<file path="src/core/vcfg_pkg.sv">
// Constants and types for the switch vendor configuration register group.
// Operation
// - Reserved registers reload defaults on fundamental reset.
// - Subsystem register mirrors into every port's identifiers.
// - Bits 31:16 appear as subsystem identifier.
// - Bits 15:0 appear as subsystem maker code.
// - Subsystem fields reset zero, then EEPROM loads.
// - General control register resets zero, mixed access.
// - Low power block bit stops L1 entry.
// - Control bits 31:3 and 0 read zero.
package vcfg_pkg;
    localparam logic [7:0] OFS_RSVD_A = 8'hD4;
    localparam logic [7:0] OFS_RSVD_B = 8'hD8;
    localparam logic [7:0] OFS_RSVD_C = 8'hDC;
    localparam logic [7:0] OFS_SUBSYS = 8'hE0;
    localparam logic [7:0] OFS_GCTRL = 8'hE4;
    localparam logic [7:0] OFS_SUBSYS_MIRROR = 8'h84;
    localparam logic [31:0] RST_RSVD_A = 32'h0000_0010;
    localparam logic [31:0] RST_RSVD_B = 32'h0000_0000;
    localparam logic [31:0] RST_RSVD_C = 32'h0000_0002;
    localparam logic [31:0] RST_SUBSYS = 32'h0000_0000;
    localparam logic [31:0] RST_GCTRL = 32'h0000_0000;
    localparam logic [31:0] GCTRL_WMASK = 32'h0000_0006;
    localparam int GCTRL_LINK_BLOCK_BIT = 1;
    localparam int GCTRL_VENDOR_BIT = 2;
    localparam int SUBSYS_ID_LSB = 16;
    localparam int NUM_REGS = 5;

    typedef struct packed {
        logic rd;
        logic wr;
        logic [7:0] addr;
        logic [3:0] be;
        logic [31:0] wdata;
    } cfg_req_t;

    typedef struct packed {
        logic valid;
        logic hit;
        logic [31:0] rdata;
    } cfg_rsp_t;

    typedef struct packed {
        logic load;
        logic [31:0] data;
    } eeprom_load_t;
endpackage

</file>
<file path="src/core/switch_vendor_config_regs.sv">
// Vendor configuration register group of the switch upstream port.
`timescale 1ns/1ns
module switch_vendor_config_regs (
    // Clock and fundamental reset.
    input wire logic clk_sys,
    input wire logic rstn,
    // Configuration request and answer.
    input wire vcfg_pkg::cfg_req_t cfg_req,
    output vcfg_pkg::cfg_rsp_t cfg_rsp,
    // EEPROM preload of the subsystem register.
    input wire vcfg_pkg::eeprom_load_t eeprom_load,
    // Link power management.
    input wire logic l1_request,
    output logic l1_enter,
    // Mirrored subsystem identifiers for all ports, and the low power block bit.
    output logic [15:0] subsys_identifier_field,
    output logic [15:0] subsys_maker_code_field,
    output logic link_low_power_block
);
    import vcfg_pkg::*;

    // Positions of the words in the register array.
    localparam int IDX_RSVD_A = 0;
    localparam int IDX_SUBSYS = 3;
    localparam int IDX_GCTRL = 4;

    localparam logic [31:0] RST_VAL [NUM_REGS] =
        '{RST_RSVD_A, RST_RSVD_B, RST_RSVD_C, RST_SUBSYS, RST_GCTRL};
    localparam logic [31:0] WMASK [NUM_REGS] =
        '{32'hFFFF_FFFF, 32'hFFFF_FFFF, 32'hFFFF_FFFF, 32'hFFFF_FFFF,
          GCTRL_WMASK};
    localparam logic [7:0] OFS [NUM_REGS] =
        '{OFS_RSVD_A, OFS_RSVD_B, OFS_RSVD_C, OFS_SUBSYS, OFS_GCTRL};

    // Register array and address decode.
    logic [31:0] word [NUM_REGS];
    logic [NUM_REGS-1:0] sel;
    logic req_any;
    logic link_block_bit;

    // Configuration answer.
    cfg_rsp_t rsp_next;
    cfg_rsp_t rsp_reg;

    // Subsystem identifier mirror.
    logic [15:0] sid_next;
    logic [15:0] svid_next;
    logic [15:0] sid_reg;
    logic [15:0] svid_reg;

    // Link power management.
    logic block_next;
    logic l1_next;
    logic block_reg;
    logic l1_reg;

    assign req_any = cfg_req.rd || cfg_req.wr;
    assign link_block_bit = word[IDX_GCTRL][GCTRL_LINK_BLOCK_BIT];

    // One word per register; reset restores each default.
    for (genvar g = 0; g < NUM_REGS; g++) begin : g_regs
        assign sel[g] = (cfg_req.addr == OFS[g]);
        vcfg_reg_word #(
            .RESET_VAL(RST_VAL[g]),
            .WMASK(WMASK[g])
        ) u_word (
            .clk_sys(clk_sys),
            .rstn(rstn),
            .wr_en(cfg_req.wr && sel[g]),
            .be(cfg_req.be),
            .wdata(cfg_req.wdata),
            .load_en((g == IDX_SUBSYS) && eeprom_load.load),
            .load_data(eeprom_load.data),
            .value_reg(word[g])
        );
    end

    // One registered answer per request; no data on writes or misses.
    always_comb begin
        rsp_next = '0;
        rsp_next.valid = req_any;
        for (int i = 0; i < NUM_REGS; i++) begin
            if (sel[i] && req_any) begin
                rsp_next.hit = 1'h1;
                if (cfg_req.rd) begin
                    rsp_next.rdata = word[i] & WMASK[i];
                end
            end
        end
    end

    always_ff @(posedge clk_sys or negedge rstn) begin
        if (!rstn) begin
            rsp_reg <= '0;
        end else begin
            rsp_reg <= rsp_next;
        end
    end

    // Both halves of the subsystem word feed the identifier views.
    always_comb begin
        sid_next = word[IDX_SUBSYS][31:SUBSYS_ID_LSB];
        svid_next = word[IDX_SUBSYS][SUBSYS_ID_LSB-1:0];
    end

    always_ff @(posedge clk_sys or negedge rstn) begin
        if (!rstn) begin
            sid_reg <= '0;
            svid_reg <= '0;
        end else begin
            sid_reg <= sid_next;
            svid_reg <= svid_next;
        end
    end

    // The block bit holds back every request to enter L1.
    always_comb begin
        block_next = link_block_bit;
        l1_next = l1_request && !link_block_bit;
    end

    always_ff @(posedge clk_sys or negedge rstn) begin
        if (!rstn) begin
            block_reg <= 1'h0;
            l1_reg <= 1'h0;
        end else begin
            block_reg <= block_next;
            l1_reg <= l1_next;
        end
    end

    assign cfg_rsp = rsp_reg;
    assign subsys_identifier_field = sid_reg;
    assign subsys_maker_code_field = svid_reg;
    assign link_low_power_block = block_reg;
    assign l1_enter = l1_reg;
endmodule // switch_vendor_config_regs

</file>
<file path="src/core/vcfg_reg_word.sv">
// One 32-bit configuration word with byte-enable writes and a preload.
`timescale 1ns/1ns
module vcfg_reg_word #(
    parameter logic [31:0] RESET_VAL = 32'h0000_0000,
    parameter logic [31:0] WMASK = 32'hFFFF_FFFF
) (
    // Clock and reset.
    input wire logic clk_sys,
    input wire logic rstn,
    // Write side.
    input wire logic wr_en,
    input wire logic [3:0] be,
    input wire logic [31:0] wdata,
    input wire logic load_en,
    input wire logic [31:0] load_data,
    // Stored value.
    output logic [31:0] value_reg
);
    logic [31:0] value_next;

    always_comb begin
        value_next = value_reg;
        if (load_en) begin
            value_next = load_data & WMASK;
        end
        if (wr_en) begin
            for (int i = 0; i < 4; i++) begin
                if (be[i]) begin
                    value_next[i*8 +: 8] = (wdata[i*8 +: 8] & WMASK[i*8 +: 8])
                        | (value_reg[i*8 +: 8] & ~WMASK[i*8 +: 8]);
                end
            end
        end
    end

    always_ff @(posedge clk_sys or negedge rstn) begin
        if (!rstn) begin
            value_reg <= RESET_VAL;
        end else begin
            value_reg <= value_next;
        end
    end
endmodule // vcfg_reg_word
</file>
<file path="config.mk">
export PLATFORM = sky130hd
export DESIGN_NAME = switch_vendor_config_regs
export DESIGN_NICKNAME = d
export VERILOG_FILES = /design/src/core/vcfg_pkg.sv /design/src/core/switch_vendor_config_regs.sv /design/src/core/vcfg_reg_word.sv
export SDC_FILE = /design/constraint.sdc
export NUM_CORES = 1
export LEC_CHECK = 0
export BUFFER_PORTS_ARGS = -buffer_cell sky130_fd_sc_hd__buf_2
export CORE_MARGIN = 4
export CORE_UTILIZATION = 60
export DETAILED_ROUTE_END_ITERATION = 12
export PLACE_DENSITY_LB_ADDON = 0.3
export RECOVER_POWER = 25
export SKIP_LAST_GASP = 1
export SLEW_MARGIN = 20
export SYNTH_ARGS = -nofsm -noshare
export SYNTH_HDL_FRONTEND = slang
export SYNTH_HIERARCHICAL = 1
export SYNTH_SLANG_ARGS = --single-unit
export TNS_END_PERCENT = 1
</file>
<file path="constraint.sdc">
create_clock -name clk_sys -period 2.7 [get_ports clk_sys]
set_input_delay 0.27 -clock clk_sys [delete_from_list [all_inputs] [get_ports clk_sys]]
set_output_delay 0.27 -clock clk_sys [all_outputs]
set_load 0.05 [all_outputs]
</file>
Word-level counts from Yosys, hierarchy flattened
Cells that the tools add are included.
{"block": "classes", "n_mux": 16, "n_eq_ne": 5, "bitwise": 1, "reduce_logical": 26}
{"cell": "$mux 32", "count": 7}
{"cell": "$mux 33", "count": 5}
{"cell": "$eq 8x8->1 const B", "count": 5}
{"cell": "$mux 8", "count": 4}
{"cell": "$reduce_and 2->1", "count": 13}
{"cell": "$logic_and 1x1->1", "count": 11}
{"cell": "$or 3x8->8", "count": 1}
{"cell": "$logic_not 1->1", "count": 1}
{"cell": "$logic_or 1x1->1", "count": 1}
{"block": "word_totals", "in_bits": 82, "out_inout_bits": 68, "elab_cells": 69, "ff_bits": 204}

Longest topological paths before layout
Gate-level depths: netlist of run 1.
{"block": "depth", "ltp_word": 11, "mapped_depth": 9, "depth_no_buf": 5}

Hierarchy
The synthesis of run 1 kept the hierarchy.
{"module": "vcfg_reg_word (g_regs[0].u_word ...)", "instances": 2, "cells_per_inst": 148, "seq_area_each_um2": 802.0, "area_each_um2": 1656.6}
{"module": "vcfg_reg_word (g_regs[1].u_word ...)", "instances": 2, "cells_per_inst": 148, "seq_area_each_um2": 800.8, "area_each_um2": 1655.3}
{"module": "switch_vendor_config_regs", "instances": 1, "cells_per_inst": 282, "seq_area_each_um2": 1701.6, "area_each_um2": 2847.7}
{"module": "vcfg_reg_word (g_regs[4].u_word)", "instances": 1, "cells_per_inst": 47, "seq_area_each_um2": 200.2, "area_each_um2": 501.7}

Least setup slack after synthesis of run 1
Ideal clock, no wire load.
{"block": "synth_path", "path_type": "input to register", "startpoint": "input cfg_req[38] (netlist bit)", "endpoint": "register g_regs[0].u_word.value_reg[1]", "setup_slack_ps": 1021, "t_required_ps": 2579, "cell_stages": 9, "setup_ps": 121, "arrival_time_ps": 1558, "path_cell_list": "buf_2 -> buf_2 -> buf_2 -> nand3_1 -> nor3b_1 -> buf_2 -> and2_1 -> buf_6 -> o21ai_1"}
{"block": "synth_via", "elab_chain_cells": 3}
{"element": "from (decl)", "line_no": "switch_vendor_config_regs.sv:8", "source": "input wire vcfg_pkg::cfg_req_t cfg_req,"}
{"element": "$eq 8x8->1", "line_no": "switch_vendor_config_regs.sv:62", "source": "assign sel[g] = (cfg_req.addr == OFS[g]);"}
{"element": "$logic_and 1x1->1", "line_no": "switch_vendor_config_regs.sv:69", "source": ".wr_en(cfg_req.wr && sel[g]),"}
{"element": "$reduce_and 2->1 (no source line)"}
{"element": "to (signal assigned)", "line_no": "vcfg_reg_word.sv:40", "source": "value_reg <= value_next;"}
{"element": "to (decl)", "line_no": "vcfg_reg_word.sv:17", "source": "output logic [31:0] value_reg"}
No other way between the ends.
A chain may end at the register's enable or synchronous reset.

Worst setup path after layout of run 1
{"block": "layout_path", "startpoint": "input cfg_req[40] (netlist bit)", "endpoint": "register g_regs[3].u_word.value_reg[30]"}
{"block": "layout_via", "elab_chain_cells": 3}
{"element": "$eq 8x8->1", "line_no": "switch_vendor_config_regs.sv:62"}
{"element": "$logic_and 1x1->1", "line_no": "switch_vendor_config_regs.sv:69"}
{"element": "$mux 32", "line_no": "vcfg_reg_word.sv:26", "source": "if (wr_en) begin"}
{"element": "net g_regs[3].u_word.value_next[30]", "line_no": "vcfg_reg_word.sv:19", "source": "logic [31:0] value_next;"}
{"element": "to (signal assigned)", "line_no": "vcfg_reg_word.sv:40"}
{"element": "to (decl)", "line_no": "vcfg_reg_word.sv:17"}
The timed path passes the listed nets, and every way through them passes these cells.

==> flow_summary.ini, run 1 <==
[status]
status = finished, final reports clean

[setup_path]
worstReg2RegStart = g_regs[2].u_word/value_reg[1]
ff2ff_setup_slack_ns = 1.41
worstPathMaxFanout = 36
crit_chain = buf_2, nand4b_1, or2_0, nor3_2, buf_12, and2_1, o21ai_1
cp.depth = 7
path_delay_family = simple AND/OR/NAND/NOR gates
critPathKind = primary input to flip-flop
required_ns = 3.00
worstRegToRegCells = 4
cp-start-kind = primary input
cp_slowest_stage_delay_ns = 0.39
cp-endpoint = g_regs[3].u_word/value_reg[30]
cp_slowest_cell = and2_1
path_buf_inv = 2
cp.arrival_ns = 2.03
r2r-end = cfg_rsp[1]
setup.worst_path.start = cfg_req[40]
end_kind = flip-flop

[placed_design]
placed_cell_area_um2 = 10040
dpl.hpwl_um = 15200
gp_congestion = 0.8541
io_buffer_count = 149

[final_layout]
drive_gt1_share_pct = 22.01
largest_register_ffs = 130
design_area_um2 = 10640
num_antenna_cells = 0
syn2layout_area_growth_pct = 11.15
nets = 1073

[timing]
skew_ns = 0.006262
rsz0062_at_grt = no
slew_violations = 0
finalSetupViolations = 0
hold_viol = 0
period_needed_ns = 1.727
fin_setup_tns_ns = 0
fin_crit_sh_pct = 63.98
max_slew_margin_pct = 55.00
max_freq_mhz = 578.9
worst_pin_slew_ns = 0.6749

[floorplanning]
fp-row-count = 45
floorplan.initialDensity_pct = 62.02
die_area_um2 = 18030
die_y_um = 134.3
die_w_um = 134.3
io_pins = 150
fp.coreArea_um2 = 15430

[drt]
drcViolationCount = 0
ant_nets = 0
dr.first_iter.drc_count = 1032
met3_length_um = 2334
vias_per_cell = 6.328
met1Wirelength_um = 10540
wl_per_cell_um = 20.93
routed_wl_um = 25420
wl_met2_um = 12080
top_layer_used = met4
num_vias = 7689
drt_pass1_iterations = 6

[global_routing]
grt_pass1_wl_um = 40500
grt_max_degree = 81
grt.overflow.total = 0
grt_usage_pct = 28.47
first_global_vias = 7495
antenna_found_initial = 0

[power]
ir_drop_mv = 0.4856
power.leakage_nw = 4.809
powerDensity_nw_per_um2 = 640.5

[clock_network]
cts_buffer_depth = 2
root_buffer = clkbuf_16
cts_sinks = 198
htree_levels = 4
post_cts_resized = 0
insertion_delay_ns = 0.43
cts_buffers = 17
clk_pin_slew_worst_paths_ns = 0.07
cts_tree = done

[yosys]
yosys_warnings = 6
postSynthAreaPerCell_um2 = 10.84
netlist_area_um2 = 9568
synthCells = 883

[hold_path]
hold_path.class = primary input to flip-flop

[run]
drv_cap = 0
[cell type report]
type | count | area [um2]
clock buffer | 18 | 439.2
clock inverter | 14 | 151.4
fill | 1191 | 4792
inverter | 2 | 7.507
multi-input combinational | 598 | 3800
sequential | 198 | 4957
tap | 211 | 264.0
timing repair buffer | 174 | 1016
[how the worst min path moves through the flow]
stage | endpoint | slack (ns) | startpoint | depth (start not counted)
after floorplan | cfg_rsp[0] | -0.03 | rstn | 0
after global placement | subsys_maker_code_field[1] | 0.36 | rstn | 1
after detailed placement | l1_enter | 0.36 | rstn | 1
after CTS | l1_enter | 0.06 | l1_request | 2
after global routing | l1_enter | 0.06 | l1_request | 2
final | l1_enter | 0.07 | l1_request | 2
[layout by cell type (no fill, tap or decap), types with 2 or more instances in the layout]
| cell type | n |
|---|---|
| o21ai_2 | 8 |
| nor2_2 | 2 |
| clkinv_4 | 2 |
| dfrtp_1 | 196 |
| or2_0 | 2 |
| clkinv_2 | 3 |
| nor4b_1 | 2 |
| buf_2 | 148 |
| nor2_1 | 33 |
| buf_12 | 6 |
| bufinv_16 | 2 |
| dfstp_2 | 2 |
| nand3_1 | 133 |
| o21ai_0 | 4 |
| clkbuf_16 | 17 |
| clkbuf_8 | 2 |
| nor3_2 | 2 |
| o21ai_1 | 122 |
| a21oi_1 | 31 |
| inv_6 | 2 |
| nand2_1 | 35 |
| o41ai_1 | 29 |
| clkinvlp_4 | 4 |
| o32a_1 | 2 |
| nor3_1 | 29 |
| a31oi_1 | 2 |
| and2_1 | 17 |
| o22a_1 | 2 |
| conb_1 | 5 |
| mux2i_1 | 130 |
| inv_1 | 2 |
| buf_4 | 17 |
[metrics by stage]
stage	hold slack [ns]	setup WS, ns	cells	power (mW)	utilization [%]
2_1_floorplan	-0.02559	1.021	887	4.023	-
3_3_place_gp	0.3571	0.5913	1182	4.284	65.07
3_5_place_dp	0.3564	0.5664	1182	4.308	65.07
4_1_cts	0.05725	1.016	1215	6.821	68.96
5_1_grt	0.06346	0.8614	1215	7.071	68.94
6_report	0.06569	0.9726	1215	6.812	68.94
[layer usage]
metal / track usage, % / vias up
li1: - / 3396
met5: 0 / -
met2: 43.94 / 466
met1: 40.13 / 3780
met3: 6.789 / 47
met4: 9.276 / 0
[power by group]
part	internal (mW)	switching [mW]
registers	3.22	0.148
clock network	1.40	1.13
logic	0.291	0.627
[worst register-to-register path: stages, from the launching register on]
cell	delay [ns]
dfstp_2	0.38
nor4b_1	0.35
o22a_1	0.23
o32a_1	0.16
a31oi_1	0.04
[repair_timing]
item,CTS,global route
hold buffers,1,0
endpoints found under the hold margin,74,0
buffers inserted,0,0
Power figures use the tool's default switching activity.
==> run 2, diff against run 1 <==
--- a/config.mk
+++ b/config.mk
@@ -7,7 +7,7 @@
 export LEC_CHECK = 0
 export BUFFER_PORTS_ARGS = -buffer_cell sky130_fd_sc_hd__buf_2
 export CORE_MARGIN = 4
-export CORE_UTILIZATION = 60
+export CORE_UTILIZATION = 52
 export DETAILED_ROUTE_END_ITERATION = 12
 export PLACE_DENSITY_LB_ADDON = 0.3
 export RECOVER_POWER = 25
==> constraint.sdc (replaced) <==
create_clock -name clk_sys -period 1.5 [get_ports clk_sys]
set_input_delay 0.15 -clock clk_sys [delete_from_list [all_inputs] [get_ports clk_sys]]
set_output_delay 0.15 -clock clk_sys [all_outputs]
set_load 0.05 [all_outputs]
==> run 2 against run 1 <==
Effect of this change:
- final cell count up 8.2%
- sequential power increased by 80%
- combinational power up 91%
- first-iteration DRC count shrank 29%
- via count up 4.1%
- count of clock-buffer cells in the layout unchanged
- largest cell class unchanged
- largest power group unchanged
- highest routed layer unchanged
==> flow_summary.ini, run 2 (synthesis results as in run 1) <==
[status]
status = finished, final reports clean

[drt]
met1Wirelength_um = 10730
dr.first_iter.drc_count = 736
vias_per_cell = 6.084
ant_nets = 0
drcViolationCount = 0
wl_met2_um = 13150
routed_wl_um = 26760
num_vias = 8001
top_layer_used = met4
met3_length_um = 2089
drt_pass1_iterations = 7
wl_per_cell_um = 20.35

[clock_network]
cts_hold_buffers = 18
cts_buffer_depth = 2
htree_levels = 4
root_buffer = clkbuf_16
cts_setup_buffers = 0
post_cts_resized = 0
cts_tree = done
cts_buffers = 17
insertion_delay_ns = 0.43
cts_sinks = 198
clk_pin_slew_worst_paths_ns = 0.07

[setup_path]
end_kind = flip-flop
worstReg2RegStart = g_regs[2].u_word/value_reg[2]
critPathKind = primary input to flip-flop
worstRegToRegCells = 4
r2r-end = cfg_rsp[2]
cp-start-kind = primary input
ff2ff_setup_slack_ns = 0.30
worstPathMaxFanout = 16
required_ns = 1.87
cp.arrival_ns = 1.68

[power]
p_int_mw = 9.038
pwr-share-clk_pct = 37.3
p_comb_share_pct = 14.0
seqPwrFrac_pct = 48.6
ir_drop_mv = 0.8125
total_power_mw = 12.47
switchingPower_mw = 3.428
powerDensity_nw_per_um2 = 1089
switching_share_pct = 27.50
power.leakage_nw = 5.253

[final_layout]
design_area_um2 = 11450
fin_cells = 1315
nets = 1157
drive_gt1_share_pct = 26.27
largest_register_ffs = 130
mostFrequentLayoutCells = dfrtp_1, buf_2, nand3_1
syn2layout_area_growth_pct = 19.65
final_common_cell = dfrtp_1
final_util_pct = 63.52
fillers = 1464

[placed_design]
gp_congestion = 0.8655
io_buffer_count = 149
placed_cell_area_um2 = 10690
dpl.hpwl_um = 18060
place_inst = 1267

[timing]
period_needed_ns = 1.310
slew_violations = 0
max_slew_margin_pct = 45.07
finalSetupViolations = 0
fin_crit_sh_pct = 87.37
skew_ns = 0.008170
worst_pin_slew_ns = 0.8239
rsz0062_at_grt = no
fin_setup_tns_ns = 0
hold_viol = 0
max_freq_mhz = 763.1

[floorplanning]
die_w_um = 143.6
die_area_um2 = 20630
die_y_um = 143.6
fp-row-count = 49
floorplan.initialDensity_pct = 53.08
fp.coreArea_um2 = 18020
io_pins = 150

[hold_path]
worstHoldEndpoint = g_regs[2].u_word/value_reg[14]
hold_path.class = primary input to flip-flop
min_path_cells = 3
worstHoldStart = cfg_req[14]

[global_routing]
grt_max_degree = 52
grt_pass1_wl_um = 42720
grt_usage_pct = 26.49
first_global_vias = 8135
grt.overflow.total = 0
antenna_found_initial = 1

[run]
drv_cap = 0
run 2: final cells by class:
class / count / area (um2) / area share, %
flip-flops and latches: 198 / 4957 / 43.30
multi-input cells: 598 / 3800 / 33.19
repair buffers: 258 / 1805 / 15.77
clock buffers: 18 / 439.2 / 3.836
well taps: 229 / 286.5 / 2.503
clock inverters: 11 / 150.1 / 1.311
inverters: 2 / 7.507 / 0.06557
diodes: 1 / 2.502 / 0.02186
run 2: per-stage QoR:
step	hold slack, ns	worst slack [ns]
final	0.008050	0.1895
after global routing	0.003754	0.1433
after CTS	0.0001948	0.2404
after detailed placement	0.1513	-0.2137
after global placement	0.1486	-0.1614
after floorplan	-0.1456	0.01967
run 2: worst max-delay path by stage:
stage | end | from
floorplan | g_regs[0].u_word/value_reg[1] | cfg_req[38]
global placement | g_regs[0].u_word/value_reg[3] | cfg_req[37]
detailed placement | g_regs[3].u_word/value_reg[7] | cfg_req[40]
CTS | g_regs[3].u_word/value_reg[2] | cfg_req[40]
global route | g_regs[0].u_word/value_reg[7] | cfg_req[37]
finish | cfg_rsp[7] | cfg_req[41]
run 2: layer usage:
layer | track usage [%] | vias to the layer above
met4 | 11.25 | 0
met3 | 4.725 | 70
met5 | 0 | -
met1 | 34.26 | 3951
li1 | - | 3557
met2 | 44.13 | 423
run 2: power groups by stage:
stage,combinational (mW),sequential [mW],clock (mW)
6_report,1.75,6.06,4.65
4_1_cts,1.73,6.05,4.72
3_5_place_dp,1.69,6.15,0
3_3_place_gp,1.66,6.14,0
2_1_floorplan,0.814,6.43,0
5_1_grt,1.89,6.10,4.93
run 2: worst max-delay path: stages:
cell and delay (ns):
buf_2 0.10, and4b_1 0.28, buf_4 0.13, nand3_1 0.08, buf_4 0.24, o41ai_1 0.50, buf_4 0.20
==> run 3, diff against run 2 <==
--- a/config.mk
+++ b/config.mk
@@ -6,7 +6,7 @@
 export NUM_CORES = 1
 export LEC_CHECK = 0
 export BUFFER_PORTS_ARGS = -buffer_cell sky130_fd_sc_hd__buf_2
-export CORE_MARGIN = 4
+export CORE_MARGIN = 5
 export CORE_UTILIZATION = 52
 export DETAILED_ROUTE_END_ITERATION = 12
 export PLACE_DENSITY_LB_ADDON = 0.3
==> run 3 against run 2 <==
Effect of this change:
- clock power is 3% higher
- final cell count is 1.1% lower
- fmax is 3.5% higher
- cell area is 0.66% lower
- hold slack better by 0.0015 ns
- global-route usage is 0.75 points lower
- wire length is 1.7% higher
- clock skew hardly changed
==> flow_summary.ini, run 3 (synthesis results as in run 1) <==
[timing]
period_needed_ns = 1.266
hold_slack_ns = 0.009543
hold_viol = 0
worst_pin_slew_ns = 0.8096
fin_crit_sh_pct = 84.38
rsz0062_at_grt = no
finalSetupViolations = 0
setup_slack_ns = 0.2342
max_slew_margin_pct = 46.03
max_freq_mhz = 790.0
slew_violations = 0
skew_ns = 0.008007

[placed_design]
place_inst = 1260
io_buffer_count = 149
dpl_worst_slack_ns = -0.1430
dpl.hpwl_um = 18240
gp_congestion = 0.8339

[setup_path]
worstPathMaxFanout = 10
crit_chain = buf_2, and4b_1, nand2_1, nor3_2, buf_4, and2_1, buf_4, o21ai_1
cp-start-kind = primary input
cp.arrival_ns = 1.58
critPathMostFrequentCell = buf_4
end_kind = flip-flop
critPathKind = primary input to flip-flop
cp_slowest_stage_delay_ns = 0.29
cp_slowest_cell = and4b_1
worstReg2RegStart = g_regs[2].u_word/value_reg[1]
required_ns = 1.81
setup.worst_path.start = cfg_req[41]

[clock_network]
cts_sinks = 198
htree_levels = 4
cts_tree = done
cts_buffer_depth = 2
clk_pin_slew_worst_paths_ns = 0.07
cts_buffers = 17
root_buffer = clkbuf_16
insertion_delay_ns = 0.43

[global_routing]
antenna_found_initial = 1
first_global_vias = 8228
grt_max_degree = 49
grt_usage_pct = 25.75
grt.overflow.total = 0
grt_pass1_wl_um = 44510

[hold_path]
hold_path.class = primary input to flip-flop
worstHoldStart = cfg_req[12]

[power]
seqPwrFrac_pct = 48.2
powerDensity_nw_per_um2 = 1107
p_int_mw = 9.141
ir_drop_mv = 0.7119
pwr-share-clk_pct = 38.0
power.leakage_nw = 5.210
p_comb_share_pct = 13.8
switching_share_pct = 27.39
switchingPower_mw = 3.449

[final_layout]
largest_register_ffs = 130
nets = 1141
fin_cells = 1301
final_common_cell = dfrtp_1
mostFrequentLayoutCells = dfrtp_1, buf_2, nand3_1
fillers = 1487
syn2layout_area_growth_pct = 18.87
drive_gt1_share_pct = 26.05

[drt]
num_vias = 7920
drt_pass1_iterations = 5
routed_wl_um = 27210
ant_nets = 0
wl_per_cell_um = 20.92
dr.first_iter.drc_count = 768
drcViolationCount = 0
vias_per_cell = 6.088

[run]
drv_cap = 0

[floorplanning]
die_y_um = 145.6
fp.coreArea_um2 = 18020
fp-row-count = 49
die_w_um = 145.6
io_pins = 150
die_area_um2 = 21210
floorplan.initialDensity_pct = 53.08

[status]
status = finished, final reports clean
-- run 3: path summary, 6_finish.rpt --
path | to | slack, ns | depth (start not counted)
setup / recovery | g_regs[1].u_word/value_reg[2] | 0.23 | 8
hold / removal | g_regs[3].u_word/value_reg[12] | 0.01 | 3
setup reg to reg | cfg_rsp[1] | 0.23 | 4
hold reg to reg | subsys_identifier_field[14] | 0.40 | 0
max in group asynchronous | subsys_identifier_field[13] | 0.39 | 3
min in group asynchronous | g_regs[1].u_word/value_reg[12] | 0.37 | 2
-- run 3: metrics by stage --
stage / power (mW) / setup TNS, ns / area, um2 / utilization (%)
3_5_place_dp: 7.840 / -10.54 / 10670 / 59.22
2_1_floorplan: 7.242 / 0 / 9588 / -
4_1_cts: 12.60 / 0 / 11380 / 63.14
6_report: 12.59 / 0 / 11370 / 63.10
3_3_place_gp: 7.790 / -6.487 / 10670 / 59.22
5_1_grt: 13.05 / 0 / 11370 / 63.10
-- run 3: critical path, delay by kind of cell --
kind / cells / cell delay, ns
simple gates: 4 / 0.84
buf+inv: 3 / 0.49
compound gates: 1 / 0.08
-- run 3: layer usage --
layer | GRT usage [%] | part of all wire, % | vias to the layer above | wire length, um
li1 | - | - | 3534 | -
met1 | 34.99 | 42 | 3958 | 11330
met2 | 42.53 | 49 | 373 | 13430
met3 | 3.706 | 6.5 | 55 | 1757
met4 | 9.002 | 2.6 | 0 | 698
met5 | 0 | 0 | - | 0
-- run 3: cell type report --
class,count,area (um2),share of cell area (%)
clock inverters,10,146.4,1.287
flip-flops and latches,198,4957,43.59
diodes,1,2.502,0.02200
well taps,229,286.5,2.519
repair buffers,242,1703,14.97
multi-input cells,598,3800,33.41
clock buffers,21,470.5,4.136
inverters,2,7.507,0.06601
-- run 3: repair_timing --
item	CTS	global route
hold buffers	9	0
hold endpoints to repair	49	0
resized for setup	0	0
buffers inserted	0	0
-- run 3: power by group through the flow --
stage / logic, mW / registers (mW) / clock network, mW
after floorplan: 0.814 / 6.43 / 0
after global placement: 1.66 / 6.13 / 0
after detailed placement: 1.70 / 6.14 / 0
after CTS: 1.72 / 6.05 / 4.83
after global routing: 1.88 / 6.11 / 5.07
final: 1.74 / 6.06 / 4.79
